`src/shared/adcpp_pkg.sv`:
```
// Shared constants and types for the converter post-processing block
package adcpp_pkg;
	localparam int SAMPLE_W = 14;
	localparam int LAT_RAW = 16;
	localparam int LAT_EXTRA = 4;
	localparam int LAT_DIG = LAT_RAW + LAT_EXTRA;
	localparam int ACC_W = 47;
	localparam int TC_BASE_SHIFT = 20;
	localparam logic [3:0] TC_MAX_CODE = 4'h000b;
	localparam logic [3:0] GAIN_MAX_CODE = 4'h000c;
	localparam int GAIN_FRAC = 12;
	localparam int FULL_SCALE_MV = 2000;
	localparam int OFFSET_MAX_MV = 10;
	localparam int OFFSET_LIMIT_LSB = OFFSET_MAX_MV * (2 ** SAMPLE_W) / FULL_SCALE_MV;
	localparam int CLK_PERIOD_PS = 4000;
	localparam int SLEEP_WAKE_US = 100;
	localparam int STANDBY_WAKE_US = 50;
	localparam int SLEEP_WAKE_CYCLES = SLEEP_WAKE_US * 1000000 / CLK_PERIOD_PS;
	localparam int STANDBY_WAKE_CYCLES = STANDBY_WAKE_US * 1000000 / CLK_PERIOD_PS;
	localparam int WAKE_W = 15;
	// Register offsets (byte addresses)
	localparam logic [7:0] REG_CONTROL = 8'h0000;
	localparam logic [7:0] REG_POWER = 8'h0004;
	localparam logic [7:0] REG_STATUS = 8'h0008;
	localparam logic [7:0] REG_OFFSET_A = 8'h000c;
	localparam logic [7:0] REG_OFFSET_B = 8'h0010;
	// CONTROL fields
	localparam int CTL_DIG_EN = 0;
	localparam int CTL_OFF_EN = 1;
	localparam int CTL_OFF_HOLD = 2;
	localparam int CTL_GAIN_LO = 4;
	localparam int CTL_TC_LO = 8;
	localparam logic CTL_OFF_HOLD_RST = 1'h1;
	// POWER fields
	localparam int PWR_SLEEP = 0;
	localparam int PWR_STBY_A = 1;
	localparam int PWR_STBY_B = 2;
	localparam int PWR_MUX = 3;
	localparam int PWR_USE_PINS = 4;
	// STATUS fields
	localparam int STS_SLEEP = 0;
	localparam int STS_VALID_A = 1;
	localparam int STS_VALID_B = 2;
	localparam int STS_PIN_BAD = 3;
	localparam int STS_FS_LO = 8;
	// Control pin codes, {pin_3, pin_2, pin_1}
	localparam logic [2:0] PINS_NORMAL = 3'h0;
	localparam logic [2:0] PINS_SLEEP = 3'h1;
	localparam logic [2:0] PINS_A_DOWN = 3'h5;
	localparam logic [2:0] PINS_MUX = 3'h7;

	typedef enum logic [1:0] {
		ADCPP_PM_NORMAL = 2'b00,
		ADCPP_PM_SLEEP = 2'b01,
		ADCPP_PM_A_DOWN = 2'b10,
		ADCPP_PM_MUX = 2'b11
	} adcpp_pm_e;
endpackage

```
`src/logic/adcpp_top.sv`:
```
// Digital post-processing, offset loop and power modes of a dual-channel converter
//
// The address map and the strobed register port were left to the implementer.
`timescale 1ns/1ps
`default_nettype none

module adcpp_top #(
	parameter logic [14:0] SLEEP_WAKE = 15'(adcpp_pkg::SLEEP_WAKE_CYCLES),
	parameter logic [14:0] STANDBY_WAKE = 15'(adcpp_pkg::STANDBY_WAKE_CYCLES)
) (
	input wire logic clk_i,
	input wire logic rst_n_i,
	input wire logic [13:0] sample_a_i,
	input wire logic [13:0] sample_b_i,
	input wire logic power_mode_pin_1_i,
	input wire logic power_mode_pin_2_i,
	input wire logic power_mode_pin_3_i,
	input wire logic [7:0] reg_addr_i,
	input wire logic [31:0] reg_wdata_i,
	input wire logic reg_wr_i,
	input wire logic reg_rd_i,
	output logic [31:0] reg_rdata_o,
	output logic [13:0] channel_a_output_bus_o,
	output logic channel_a_output_oe_o,
	output logic [13:0] channel_b_output_bus_o,
	output logic channel_b_output_oe_o,
	output logic channel_a_valid_o,
	output logic channel_b_valid_o,
	output logic mux_carries_a_o
);
	localparam int ND = adcpp_pkg::LAT_DIG - 1;

	typedef struct packed {
		logic dig_en;
		logic off_en;
		logic off_hold;
		logic [3:0] gain;
		logic [3:0] tc;
		logic sleep_bit;
		logic stby_a;
		logic stby_b;
		logic mux_bit;
		logic use_pins;
		logic [ND-1:0][13:0] pipe_a;
		logic [ND-1:0][13:0] pipe_b;
		logic signed [46:0] acc_a;
		logic signed [46:0] acc_b;
		logic [13:0] out_a;
		logic [13:0] out_b;
		logic oe_a;
		logic oe_b;
		logic [14:0] wake_a;
		logic [14:0] wake_b;
		logic val_a;
		logic val_b;
		logic was_sleep;
		logic was_down_a;
		logic was_down_b;
		logic mux_phase;
		logic mux_flag;
		logic [31:0] rdata;
	} adcpp_state_s;

	adcpp_state_s st;
	adcpp_state_s next_st;

	// Gain in 0.5 dB steps, 12 fraction bits; codes above 12 are never stored
	localparam logic [0:15][13:0] GAIN_TAB = {
		14'h1000, 14'h10f3, 14'h11f4, 14'h1304, 14'h1425, 14'h1556, 14'h169a, 14'h17f1,
		14'h195c, 14'h1adc, 14'h1c74, 14'h1e23, 14'h1fed, 14'h1fed, 14'h1fed, 14'h1fed};

	// Analog full-scale in mVpp for each gain code
	localparam logic [0:15][11:0] FS_TAB = {
		12'h07d0, 12'h0760, 12'h06f4, 12'h0693, 12'h0636, 12'h05d8, 12'h058c, 12'h0536,
		12'h04ec, 12'h04a5, 12'h0460, 12'h0423, 12'h03e8, 12'h03e8, 12'h03e8, 12'h03e8};

	function automatic logic [13:0] sat14(input logic signed [31:0] v);
		if (v > 32'sd8191)
			sat14 = 14'h1fff;
		else if (v < -32'sd8192)
			sat14 = 14'h2000;
		else
			sat14 = v[13:0];
	endfunction

	function automatic logic signed [13:0] clamp_off(input logic signed [46:0] v);
		if (v > 47'(adcpp_pkg::OFFSET_LIMIT_LSB))
			clamp_off = 14'(adcpp_pkg::OFFSET_LIMIT_LSB);
		else if (v < -47'(adcpp_pkg::OFFSET_LIMIT_LSB))
			clamp_off = -14'(adcpp_pkg::OFFSET_LIMIT_LSB);
		else
			clamp_off = v[13:0];
	endfunction

	logic pin_bad;
	logic sleep_now;
	logic down_a;
	logic down_b;
	logic mux_now;
	logic [2:0] pins;
	logic [5:0] shift;
	logic signed [31:0] gained_a;
	logic signed [31:0] gained_b;
	logic signed [13:0] est_a;
	logic signed [13:0] est_b;
	logic [13:0] proc_a;
	logic [13:0] proc_b;
	logic [13:0] send_a;
	logic [13:0] send_b;

	always_comb begin
		pins = {power_mode_pin_3_i, power_mode_pin_2_i, power_mode_pin_1_i};
		pin_bad = 1'b0;
		sleep_now = st.sleep_bit;
		down_a = st.stby_a;
		down_b = st.stby_b;
		mux_now = st.mux_bit;
		if (st.use_pins) begin
			sleep_now = 1'b0;
			down_a = 1'b0;
			down_b = 1'b0;
			mux_now = 1'b0;
			case (pins)
				adcpp_pkg::PINS_NORMAL: pin_bad = 1'b0;
				adcpp_pkg::PINS_SLEEP: sleep_now = 1'b1;
				adcpp_pkg::PINS_A_DOWN: down_a = 1'b1;
				adcpp_pkg::PINS_MUX: mux_now = 1'b1;
				default: pin_bad = 1'b1; // Unsupported codes fall back to normal
			endcase
		end

		// Offset estimate is the accumulator scaled by the time constant
		shift = 6'(adcpp_pkg::TC_BASE_SHIFT) + {2'b00, st.tc};
		est_a = clamp_off(st.acc_a >>> shift);
		est_b = clamp_off(st.acc_b >>> shift);
		gained_a = (32'(signed'(st.pipe_a[ND-1])) * 32'(signed'({1'b0, GAIN_TAB[st.gain]})))
			>>> adcpp_pkg::GAIN_FRAC;
		gained_b = (32'(signed'(st.pipe_b[ND-1])) * 32'(signed'({1'b0, GAIN_TAB[st.gain]})))
			>>> adcpp_pkg::GAIN_FRAC;
		proc_a = sat14(gained_a);
		proc_b = sat14(gained_b);
		if (st.off_en) begin
			proc_a = sat14(32'(signed'(proc_a)) - 32'(est_a));
			proc_b = sat14(32'(signed'(proc_b)) - 32'(est_b));
		end
		// Raw path taps early, processed path late
		send_a = st.dig_en ? proc_a : st.pipe_a[adcpp_pkg::LAT_RAW - 2];
		send_b = st.dig_en ? proc_b : st.pipe_b[adcpp_pkg::LAT_RAW - 2];

		next_st = st;
		next_st.pipe_a[0] = sample_a_i;
		next_st.pipe_b[0] = sample_b_i;
		for (int i = 1; i < ND; i++) begin
			next_st.pipe_a[i] = st.pipe_a[i-1];
			next_st.pipe_b[i] = st.pipe_b[i-1];
		end

		if (!(st.dig_en && st.off_en)) begin
			next_st.acc_a = '0;
			next_st.acc_b = '0;
		end else if (st.off_hold) begin
			next_st.acc_a = st.acc_a + 47'(signed'(gained_a)) - 47'(est_a);
			next_st.acc_b = st.acc_b + 47'(signed'(gained_b)) - 47'(est_b);
		end

		// Power modes and wake-up timing
		next_st.was_sleep = sleep_now;
		next_st.was_down_a = down_a;
		next_st.was_down_b = down_b;
		if (sleep_now) begin
			next_st.wake_a = '0;
			next_st.wake_b = '0;
			next_st.val_a = 1'b0;
			next_st.val_b = 1'b0;
		end else begin
			if (st.was_sleep) begin
				next_st.wake_a = SLEEP_WAKE;
				next_st.wake_b = SLEEP_WAKE;
			end
			if (down_a) begin
				next_st.wake_a = '0;
				next_st.val_a = 1'b0;
			end else if (st.was_down_a && !st.was_sleep) begin
				next_st.wake_a = STANDBY_WAKE;
			end else if (st.wake_a != '0) begin
				next_st.wake_a = st.wake_a - 15'h0001;
			end
			if (down_b) begin
				next_st.wake_b = '0;
				next_st.val_b = 1'b0;
			end else if (st.was_down_b && !st.was_sleep) begin
				next_st.wake_b = STANDBY_WAKE;
			end else if (st.wake_b != '0) begin
				next_st.wake_b = st.wake_b - 15'h0001;
			end
			next_st.val_a = !down_a && !st.was_sleep && !(st.was_down_a && !st.was_sleep)
				&& (st.wake_a <= 15'h0001);
			next_st.val_b = !down_b && !st.was_sleep && !(st.was_down_b && !st.was_sleep)
				&& (st.wake_b <= 15'h0001);
		end

		// Mux mode alternates A and B on bus B; it halves each channel's rate
		next_st.mux_phase = mux_now ? !st.mux_phase : 1'b0;
		next_st.mux_flag = mux_now && !st.mux_phase;
		next_st.oe_a = !sleep_now && !mux_now;
		next_st.oe_b = !sleep_now;
		next_st.out_a = (sleep_now || mux_now || down_a) ? 14'h0000 : send_a;
		if (sleep_now)
			next_st.out_b = 14'h0000;
		else if (mux_now)
			next_st.out_b = st.mux_phase ? send_b : send_a;
		else
			next_st.out_b = down_b ? 14'h0000 : send_b;

		if (reg_wr_i) begin
			case (reg_addr_i)
				adcpp_pkg::REG_CONTROL: begin
					next_st.dig_en = reg_wdata_i[adcpp_pkg::CTL_DIG_EN];
					next_st.off_en = reg_wdata_i[adcpp_pkg::CTL_OFF_EN];
					next_st.off_hold = reg_wdata_i[adcpp_pkg::CTL_OFF_HOLD];
					next_st.gain = (reg_wdata_i[adcpp_pkg::CTL_GAIN_LO +: 4] > adcpp_pkg::GAIN_MAX_CODE)
						? adcpp_pkg::GAIN_MAX_CODE : reg_wdata_i[adcpp_pkg::CTL_GAIN_LO +: 4];
					// Reserved codes clamp to the longest defined constant
					next_st.tc = (reg_wdata_i[adcpp_pkg::CTL_TC_LO +: 4] > adcpp_pkg::TC_MAX_CODE)
						? adcpp_pkg::TC_MAX_CODE : reg_wdata_i[adcpp_pkg::CTL_TC_LO +: 4];
				end
				adcpp_pkg::REG_POWER: begin
					next_st.sleep_bit = reg_wdata_i[adcpp_pkg::PWR_SLEEP];
					next_st.stby_a = reg_wdata_i[adcpp_pkg::PWR_STBY_A];
					next_st.stby_b = reg_wdata_i[adcpp_pkg::PWR_STBY_B];
					next_st.mux_bit = reg_wdata_i[adcpp_pkg::PWR_MUX];
					next_st.use_pins = reg_wdata_i[adcpp_pkg::PWR_USE_PINS];
				end
				default: next_st.rdata = st.rdata;
			endcase
		end

		next_st.rdata = 32'h0000_0000;
		if (reg_rd_i) begin
			case (reg_addr_i)
				adcpp_pkg::REG_CONTROL: begin
					next_st.rdata[adcpp_pkg::CTL_DIG_EN] = st.dig_en;
					next_st.rdata[adcpp_pkg::CTL_OFF_EN] = st.off_en;
					next_st.rdata[adcpp_pkg::CTL_OFF_HOLD] = st.off_hold;
					next_st.rdata[adcpp_pkg::CTL_GAIN_LO +: 4] = st.gain;
					next_st.rdata[adcpp_pkg::CTL_TC_LO +: 4] = st.tc;
				end
				adcpp_pkg::REG_POWER: begin
					next_st.rdata[adcpp_pkg::PWR_SLEEP] = st.sleep_bit;
					next_st.rdata[adcpp_pkg::PWR_STBY_A] = st.stby_a;
					next_st.rdata[adcpp_pkg::PWR_STBY_B] = st.stby_b;
					next_st.rdata[adcpp_pkg::PWR_MUX] = st.mux_bit;
					next_st.rdata[adcpp_pkg::PWR_USE_PINS] = st.use_pins;
				end
				adcpp_pkg::REG_STATUS: begin
					next_st.rdata[adcpp_pkg::STS_SLEEP] = sleep_now;
					next_st.rdata[adcpp_pkg::STS_VALID_A] = st.val_a;
					next_st.rdata[adcpp_pkg::STS_VALID_B] = st.val_b;
					next_st.rdata[adcpp_pkg::STS_PIN_BAD] = pin_bad;
					next_st.rdata[adcpp_pkg::STS_FS_LO +: 12] = FS_TAB[st.gain];
				end
				adcpp_pkg::REG_OFFSET_A: next_st.rdata = 32'(est_a);
				adcpp_pkg::REG_OFFSET_B: next_st.rdata = 32'(est_b);
				default: next_st.rdata = 32'h0000_0000;
			endcase
		end
	end

	always_ff @(posedge clk_i or negedge rst_n_i) begin
		if (!rst_n_i) begin
			st <= '0;
			st.off_hold <= adcpp_pkg::CTL_OFF_HOLD_RST;
			st.oe_a <= 1'b1;
			st.oe_b <= 1'b1;
			st.val_a <= 1'b1;
			st.val_b <= 1'b1;
		end else begin
			st <= next_st;
		end
	end

	assign reg_rdata_o = st.rdata;
	assign channel_a_output_bus_o = st.out_a;
	assign channel_a_output_oe_o = st.oe_a;
	assign channel_b_output_bus_o = st.out_b;
	assign channel_b_output_oe_o = st.oe_b;
	assign channel_a_valid_o = st.val_a;
	assign channel_b_valid_o = st.val_b;
	assign mux_carries_a_o = st.mux_flag;

	// Helper: consecutive cycles with a fixed path configuration
	logic [5:0] raw_run;
	logic [5:0] dig_run;
	always_ff @(posedge clk_i or negedge rst_n_i) begin
		if (!rst_n_i) begin
			raw_run <= 6'h00;
			dig_run <= 6'h00;
		end else begin
			if (!st.dig_en && !sleep_now && !mux_now && !down_a)
				raw_run <= (raw_run == 6'h3f) ? raw_run : raw_run + 6'h01;
			else
				raw_run <= 6'h00;
			if (st.dig_en && !st.off_en && st.gain == 4'h0 && !sleep_now && !mux_now && !down_a)
				dig_run <= (dig_run == 6'h3f) ? dig_run : dig_run + 6'h01;
			else
				dig_run <= 6'h00;
		end
	end
endmodule // adcpp_top

`default_nettype wire

```
`config.mk`:
```
export PLATFORM = sky130hd
export DESIGN_NAME = adcpp_top
export DESIGN_NICKNAME = d
export VERILOG_FILES = /design/src/shared/adcpp_pkg.sv /design/src/logic/adcpp_top.sv
export SDC_FILE = /design/constraint.sdc
export NUM_CORES = 2
export LEC_CHECK = 0
export BUFFER_PORTS_ARGS = -buffer_cell sky130_fd_sc_hd__buf_2
export CAP_MARGIN = 0
export CORE_ASPECT_RATIO = 0.7
export CORE_MARGIN = 2
export CORE_UTILIZATION = 30
export CTS_BUF_LIST = sky130_fd_sc_hd__clkbuf_16
export CTS_CLUSTER_DIAMETER = 100
export DETAILED_ROUTE_END_ITERATION = 8
export GPL_ROUTABILITY_DRIVEN = 0
export MAX_ROUTING_LAYER = met4
export SETUP_SLACK_MARGIN = 0.4
export SLEW_MARGIN = 5
export SYNTH_ARGS = -nofsm -noshare
export SYNTH_HDL_FRONTEND = slang
export SYNTH_SLANG_ARGS = --single-unit
```
`constraint.sdc`:
```
create_clock -name clk_i -period 10.9 [get_ports clk_i]
set_input_delay 0.545 -clock clk_i [delete_from_list [all_inputs] [get_ports clk_i]]
set_output_delay 0.545 -clock clk_i [all_outputs]
set_load 0.05 [all_outputs]
```
Word level (Yosys, flattened, before mapping) --
Memory sizes are Yosys's and may differ from the RTL's. Index checks and enable logic that the tools add are counted.
Word-level totals: bits in registers 741, memories 2, bits in read-only memories 416, bits of input ports 75, output and inout bits 65
Memories:
- (no name shown) | words 16, width 14, rd ports 1, clocked after Yosys merged registers in 0, wr ports 0, line adcpp_top.sv:138 | gained_b = (32'(signed'(st.pipe_b[ND-1])) * 32'(signed'({1'b0, GAIN_TAB[st.gain]})))
- (no name shown) | words 16, width 12, rd ports 1, clocked after Yosys merged registers in 0, wr ports 0, line adcpp_top.sv:260 | next_st.rdata[adcpp_pkg::STS_FS_LO +: 12] = FS_TAB[st.gain];
Operators by class: multipliers 2, muxes and demuxes 55, add/sub/neg operators 9, equality and inequality tests 8, reduce and logical (&&, ||, !) cells 30, bitwise operators 1, magnitude comparators 17, shift operators 2
Operators by type and width (number):
- $mux 14 | 23
- $mux 94 | 2
- $add 47x17->47 | 2
- $gt 47x8->1 const B | 2
- $lt 47x8->1 const B | 2
- $sshr 47x6->47 | 2
- $sub 47x14->47 | 2
- $mux 15 | 6
- $mux 32 | 2
- $mul 14x15->29 | 2
- $gt 17x14->1 const B | 2
- $lt 17x14->1 const B | 2
- $gt 15x14->1 const B | 2
- $le 15x1->1 const B | 2
- $lt 15x14->1 const B | 2
- $mux 30 | 1
- $reduce_bool 15->1 | 2
- $sub 14x14->15 | 2
- $sub 15x1->15 const B | 2
- $mux 12 | 2
- $pmux 12 s2 | 1
- $pmux 8 s3 | 1
- $eq 8x4->1 const B | 2
- $pmux 4 s4 | 1
- 22 further kinds | 55

Logic depth before layout (Yosys ltp) --
word-level depth 17, gate-level depth with buffers 47, gate-level depth less buffers 44

Worst setup path before layout --
No wires, ideal clock.
path type reg2reg, from register st[734] in the netlist's numbering, to register st, in the netlist channel_b_output_bus_o[13], data required time 10.805 ns, arrival time 11.393 ns, stages on the path, launching flop included 41, path buffers 2, setup slack -0.588 ns, cell sequence dfrtp_1 inv_1 ha_1 nor2_1 a21o_1 a22oi_1 clkbuf_1 and2_1 fa_1 inv_1 fa_1 inv_1 fa_1 fa_1 fa_1 inv_1 fa_1 inv_1 [5 not listed] o21ai_1 o211ai_1 xnor2_2 a31o_2 buf_6 nand2_1 nand2_1 ha_1 a21o_1 a311o_1 a2111oi_0 o31ai_1 a211oi_1 nor2_1 a2111oi_0 o221a_2 a211oi_1 a211oi_1
RTL lines:
- start, declared | line adcpp_top.sv:64 | adcpp_state_s st;
- start signal, assigned | line adcpp_top.sv:278 | st <= next_st;

==> key figures <==
Clock network
  – CTS Sinks: 729
  – Clock Path Buffers: 3
  – H-tree levels: 3
  – CTS clock-pin slew for the worst setup and hold paths: roughly 60 ps
  – Clk_lat worst skew: a little under 700 ps
  – CTS tree: yes
  – Cts bufs inserted: 74
  – CTS Root Cell: clkbuf_16

Floorplanning
  – Initial Util: 0.303
  – Core ar.: about 160000 sq um
  – Num ports: 140
  – Die ar.: ~160000 sq um
  – Height of the die: between 300 and 400 microns
  – Die Span X: between 400 and 500 microns
  – Row count: 122

STA
  – Least-Margin Pin Slew: 1230 ps
  – Worst Clk Skew: roughly 73 ps
  – Max Freq: 95.5 MHz
  – Setup Viol. Count Final: 0
  – WHS: 78.7 ps
  – Final Hold Viols: 0
  – Tmin final: 10470 ps
  – RSZ-0062 raised after global routing: true
  – Slew Limit Fails: 0
  – Relative slew margins: 0.183
  – Post-route setup slack: 432 ps
  – Period Utilization, post-route: 0.960

Worst hold path
  – Worst min-delay path category: in -> reg

Synth
  – Most common cell in the netlist: dfrtp_1
  – Number of synthesized flops with an enable pin: 0
  – Syn Area/Cell: 10.5 sq um
  – Synth Net Count: ~5300
  – Synth Warn #: 0
  – Post-synthesis cell type count: ~100
  – Ys async rst share: 1.00
  – Post-Syn Instances: approximately 4600
  – Synthesized area: between 40000 and 50000 sq um
  – Sequential area share after synthesis: 0.381
  – Synth area leader: dfrtp_1
  – #FFs+latches synth: 729
  – Synth area leaders: dfrtp_1 38%, fa_1 15%, ha_1 9.0%
  – Synth top cells by count: 724 x dfrtp_1, 641 x inv_1, 432 x nand2_1
  – Top-area cell type share of the netlist area: 0.378
  – Most common flop cell mapped by yosys: dfrtp_1

Placed design
  – Dpl ws: -234 ps
  – Dpl cells: 6713
  – IO Port Bufs: 119
  – Dpl hpwl: 92.6 mm

Route
  – DRC: 0
  – Vias: 33629
  – Total Wirelength: 124 mm
  – Post-DR vias/cell: 4.84
  – DR iter-0 viols: 3060
  – Avg WL per Cell: 17.9 microns
  – DRT antenna net count: 0
  – First-pass DRT Iterations: 6

Power and ir drop
  – Leakage: 26.0 nW
  – VDD IR max: 0.548 mV
  – Pwr Density: ~280 nW/um^2
  – Overall power: around 15 mW

Finish
  – Nets: 5556
  – Share of post-route cells with drive strength above 1: 0.162
  – Cell Count, Final, Fillers Out: 6951
  – Final core occ: 0.351
  – Layout area overhead: 16.1%
  – Layout fillers: 15575

Global route
  – GRT overflow: 0
  – First-pass GRT wire length: 197 mm
  – Total GRT Usage: 0.157
  – Largest net degree at the start of global routing: ~140
  – Vias in the first global route: 34110
  – Initial antenna violation count: 12

Setup path
  – Data required time at the worst endpoint: 11510 ps
  – Crit path launch type: register
  – R2R Setup Slk: 430 ps
  – CP max stage delay: 550 ps
  – Worst path arrival time: 11080 ps
  – Kind of critical path: reg -> reg
  – CP dominant cell by count: buf_4
  – Largest fanout on the critical path: 5
  – CP max-delay cell: fa_1
  – Critical Path End Type: register

Flow run
  – Max-cap violations: 0

Status
  – Status: finished clean
metrics by stage:
step / setup TNS [ps] / instance area, sq um
2_1_floorplan: 0 / 48100
3_3_place_gp: -106 / 51300
3_5_place_dp: -1190 / 51300
4_1_cts: 0 / 54600
5_1_grt: 0 / 55600
6_report: 0 / 55600
layout by cell type, fill, tap and decap left out, types with 118 or more instances in the layout:
cell type and instances:
ha_1 321, buf_4 192, a21oi_1 208, and2_1 186, nand2_1 428, buf_2 118, o21ai_0 175, dfrtp_1 716
fa_1 349, nor2_1 162, inv_1 645
metal layers:
layer,share of wire,track usage,vias up
met4,0.037,0.0549,0
met2,0.41,0.214,1135
met1,0.48,0.232,16772
met5,0,-,-
li1,-,-,15513
met3,0.075,0.0292,209
area by class of cell:
type	instances	area [sq um]	share of cell area
flip-flops and latches	729	18300	0.328
repair buffers	366	2700	0.0485
clock buffers	75	1880	0.0337
clock inverters	57	513	0.00922
diodes	5	12.5	0.000225
multi-input cells	2965	27200	0.489
well taps	2108	2640	0.0474
inverters	646	2430	0.0437
cells by family (layout without fill, tap and decap cells):
kind of cell               Yosys count  in the layout  synth area share
and+or+nand+nor                   1136           1136             0.116
muxes                              157            157            0.0522
xor gates and xnor gates           156            156            0.0287
other                                0              5                 0
AOI/OAI and AO/OA                  817            817             0.108
DFF                                729            729             0.381
adders and majority gates          699            699             0.238
buffers and inverters              876           1144            0.0758
power breakdown:
part	switching, mW	internal [mW]	total [mW]
clock	1.14	1.37	2.51
sequential	0.125	2.86	2.98
combinational	5.60	4.25	9.85
total	6.87	8.48	15.3
worst max-delay path: cells and delay by family, from the launching register on:
kind / cells / cell delay [ps]
adders and majority gates: 9 / 3380
AOI/OAI and AO/OA: 13 / 3300
buffers and inverters: 20 / 1870
and+or+nand+nor: 8 / 1260
DFF: 1 / 430
xor gates and xnor gates: 1 / 150
final timing paths:
kind | cells past startpoint | end | from
max | 51 | channel_b_output_bus_o[7] | st[735]
min | 3 | st[728] | reg_wdata_i[1]
max reg2reg | 51 | channel_b_output_bus_o[7] | st[735]
min reg2reg | 0 | next_st[443] | next_st[429]
max in group asynchronous | 4 | st[730] | rst_n_i
min in group asynchronous | 2 | next_st[492] | rst_n_i
state kept, by name, summed over array words and instances, names as in the netlist, 14 cells and up:
register,flops
next_st,504
st,171
channel_a_output_bus_o,14
reg_rdata_o,21
channel_b_output_bus_o,14
timing repair:
item	in CTS	in global routing
buffers inserted	28	40
pin swaps	44	80
endpoints found under the hold margin	134	0
hold buffers	29	0
setup endpoints to repair	50	70
gates cloned	1	3
gates resized for setup	74	152
Note: power is estimated with default switching activity, not from simulation.
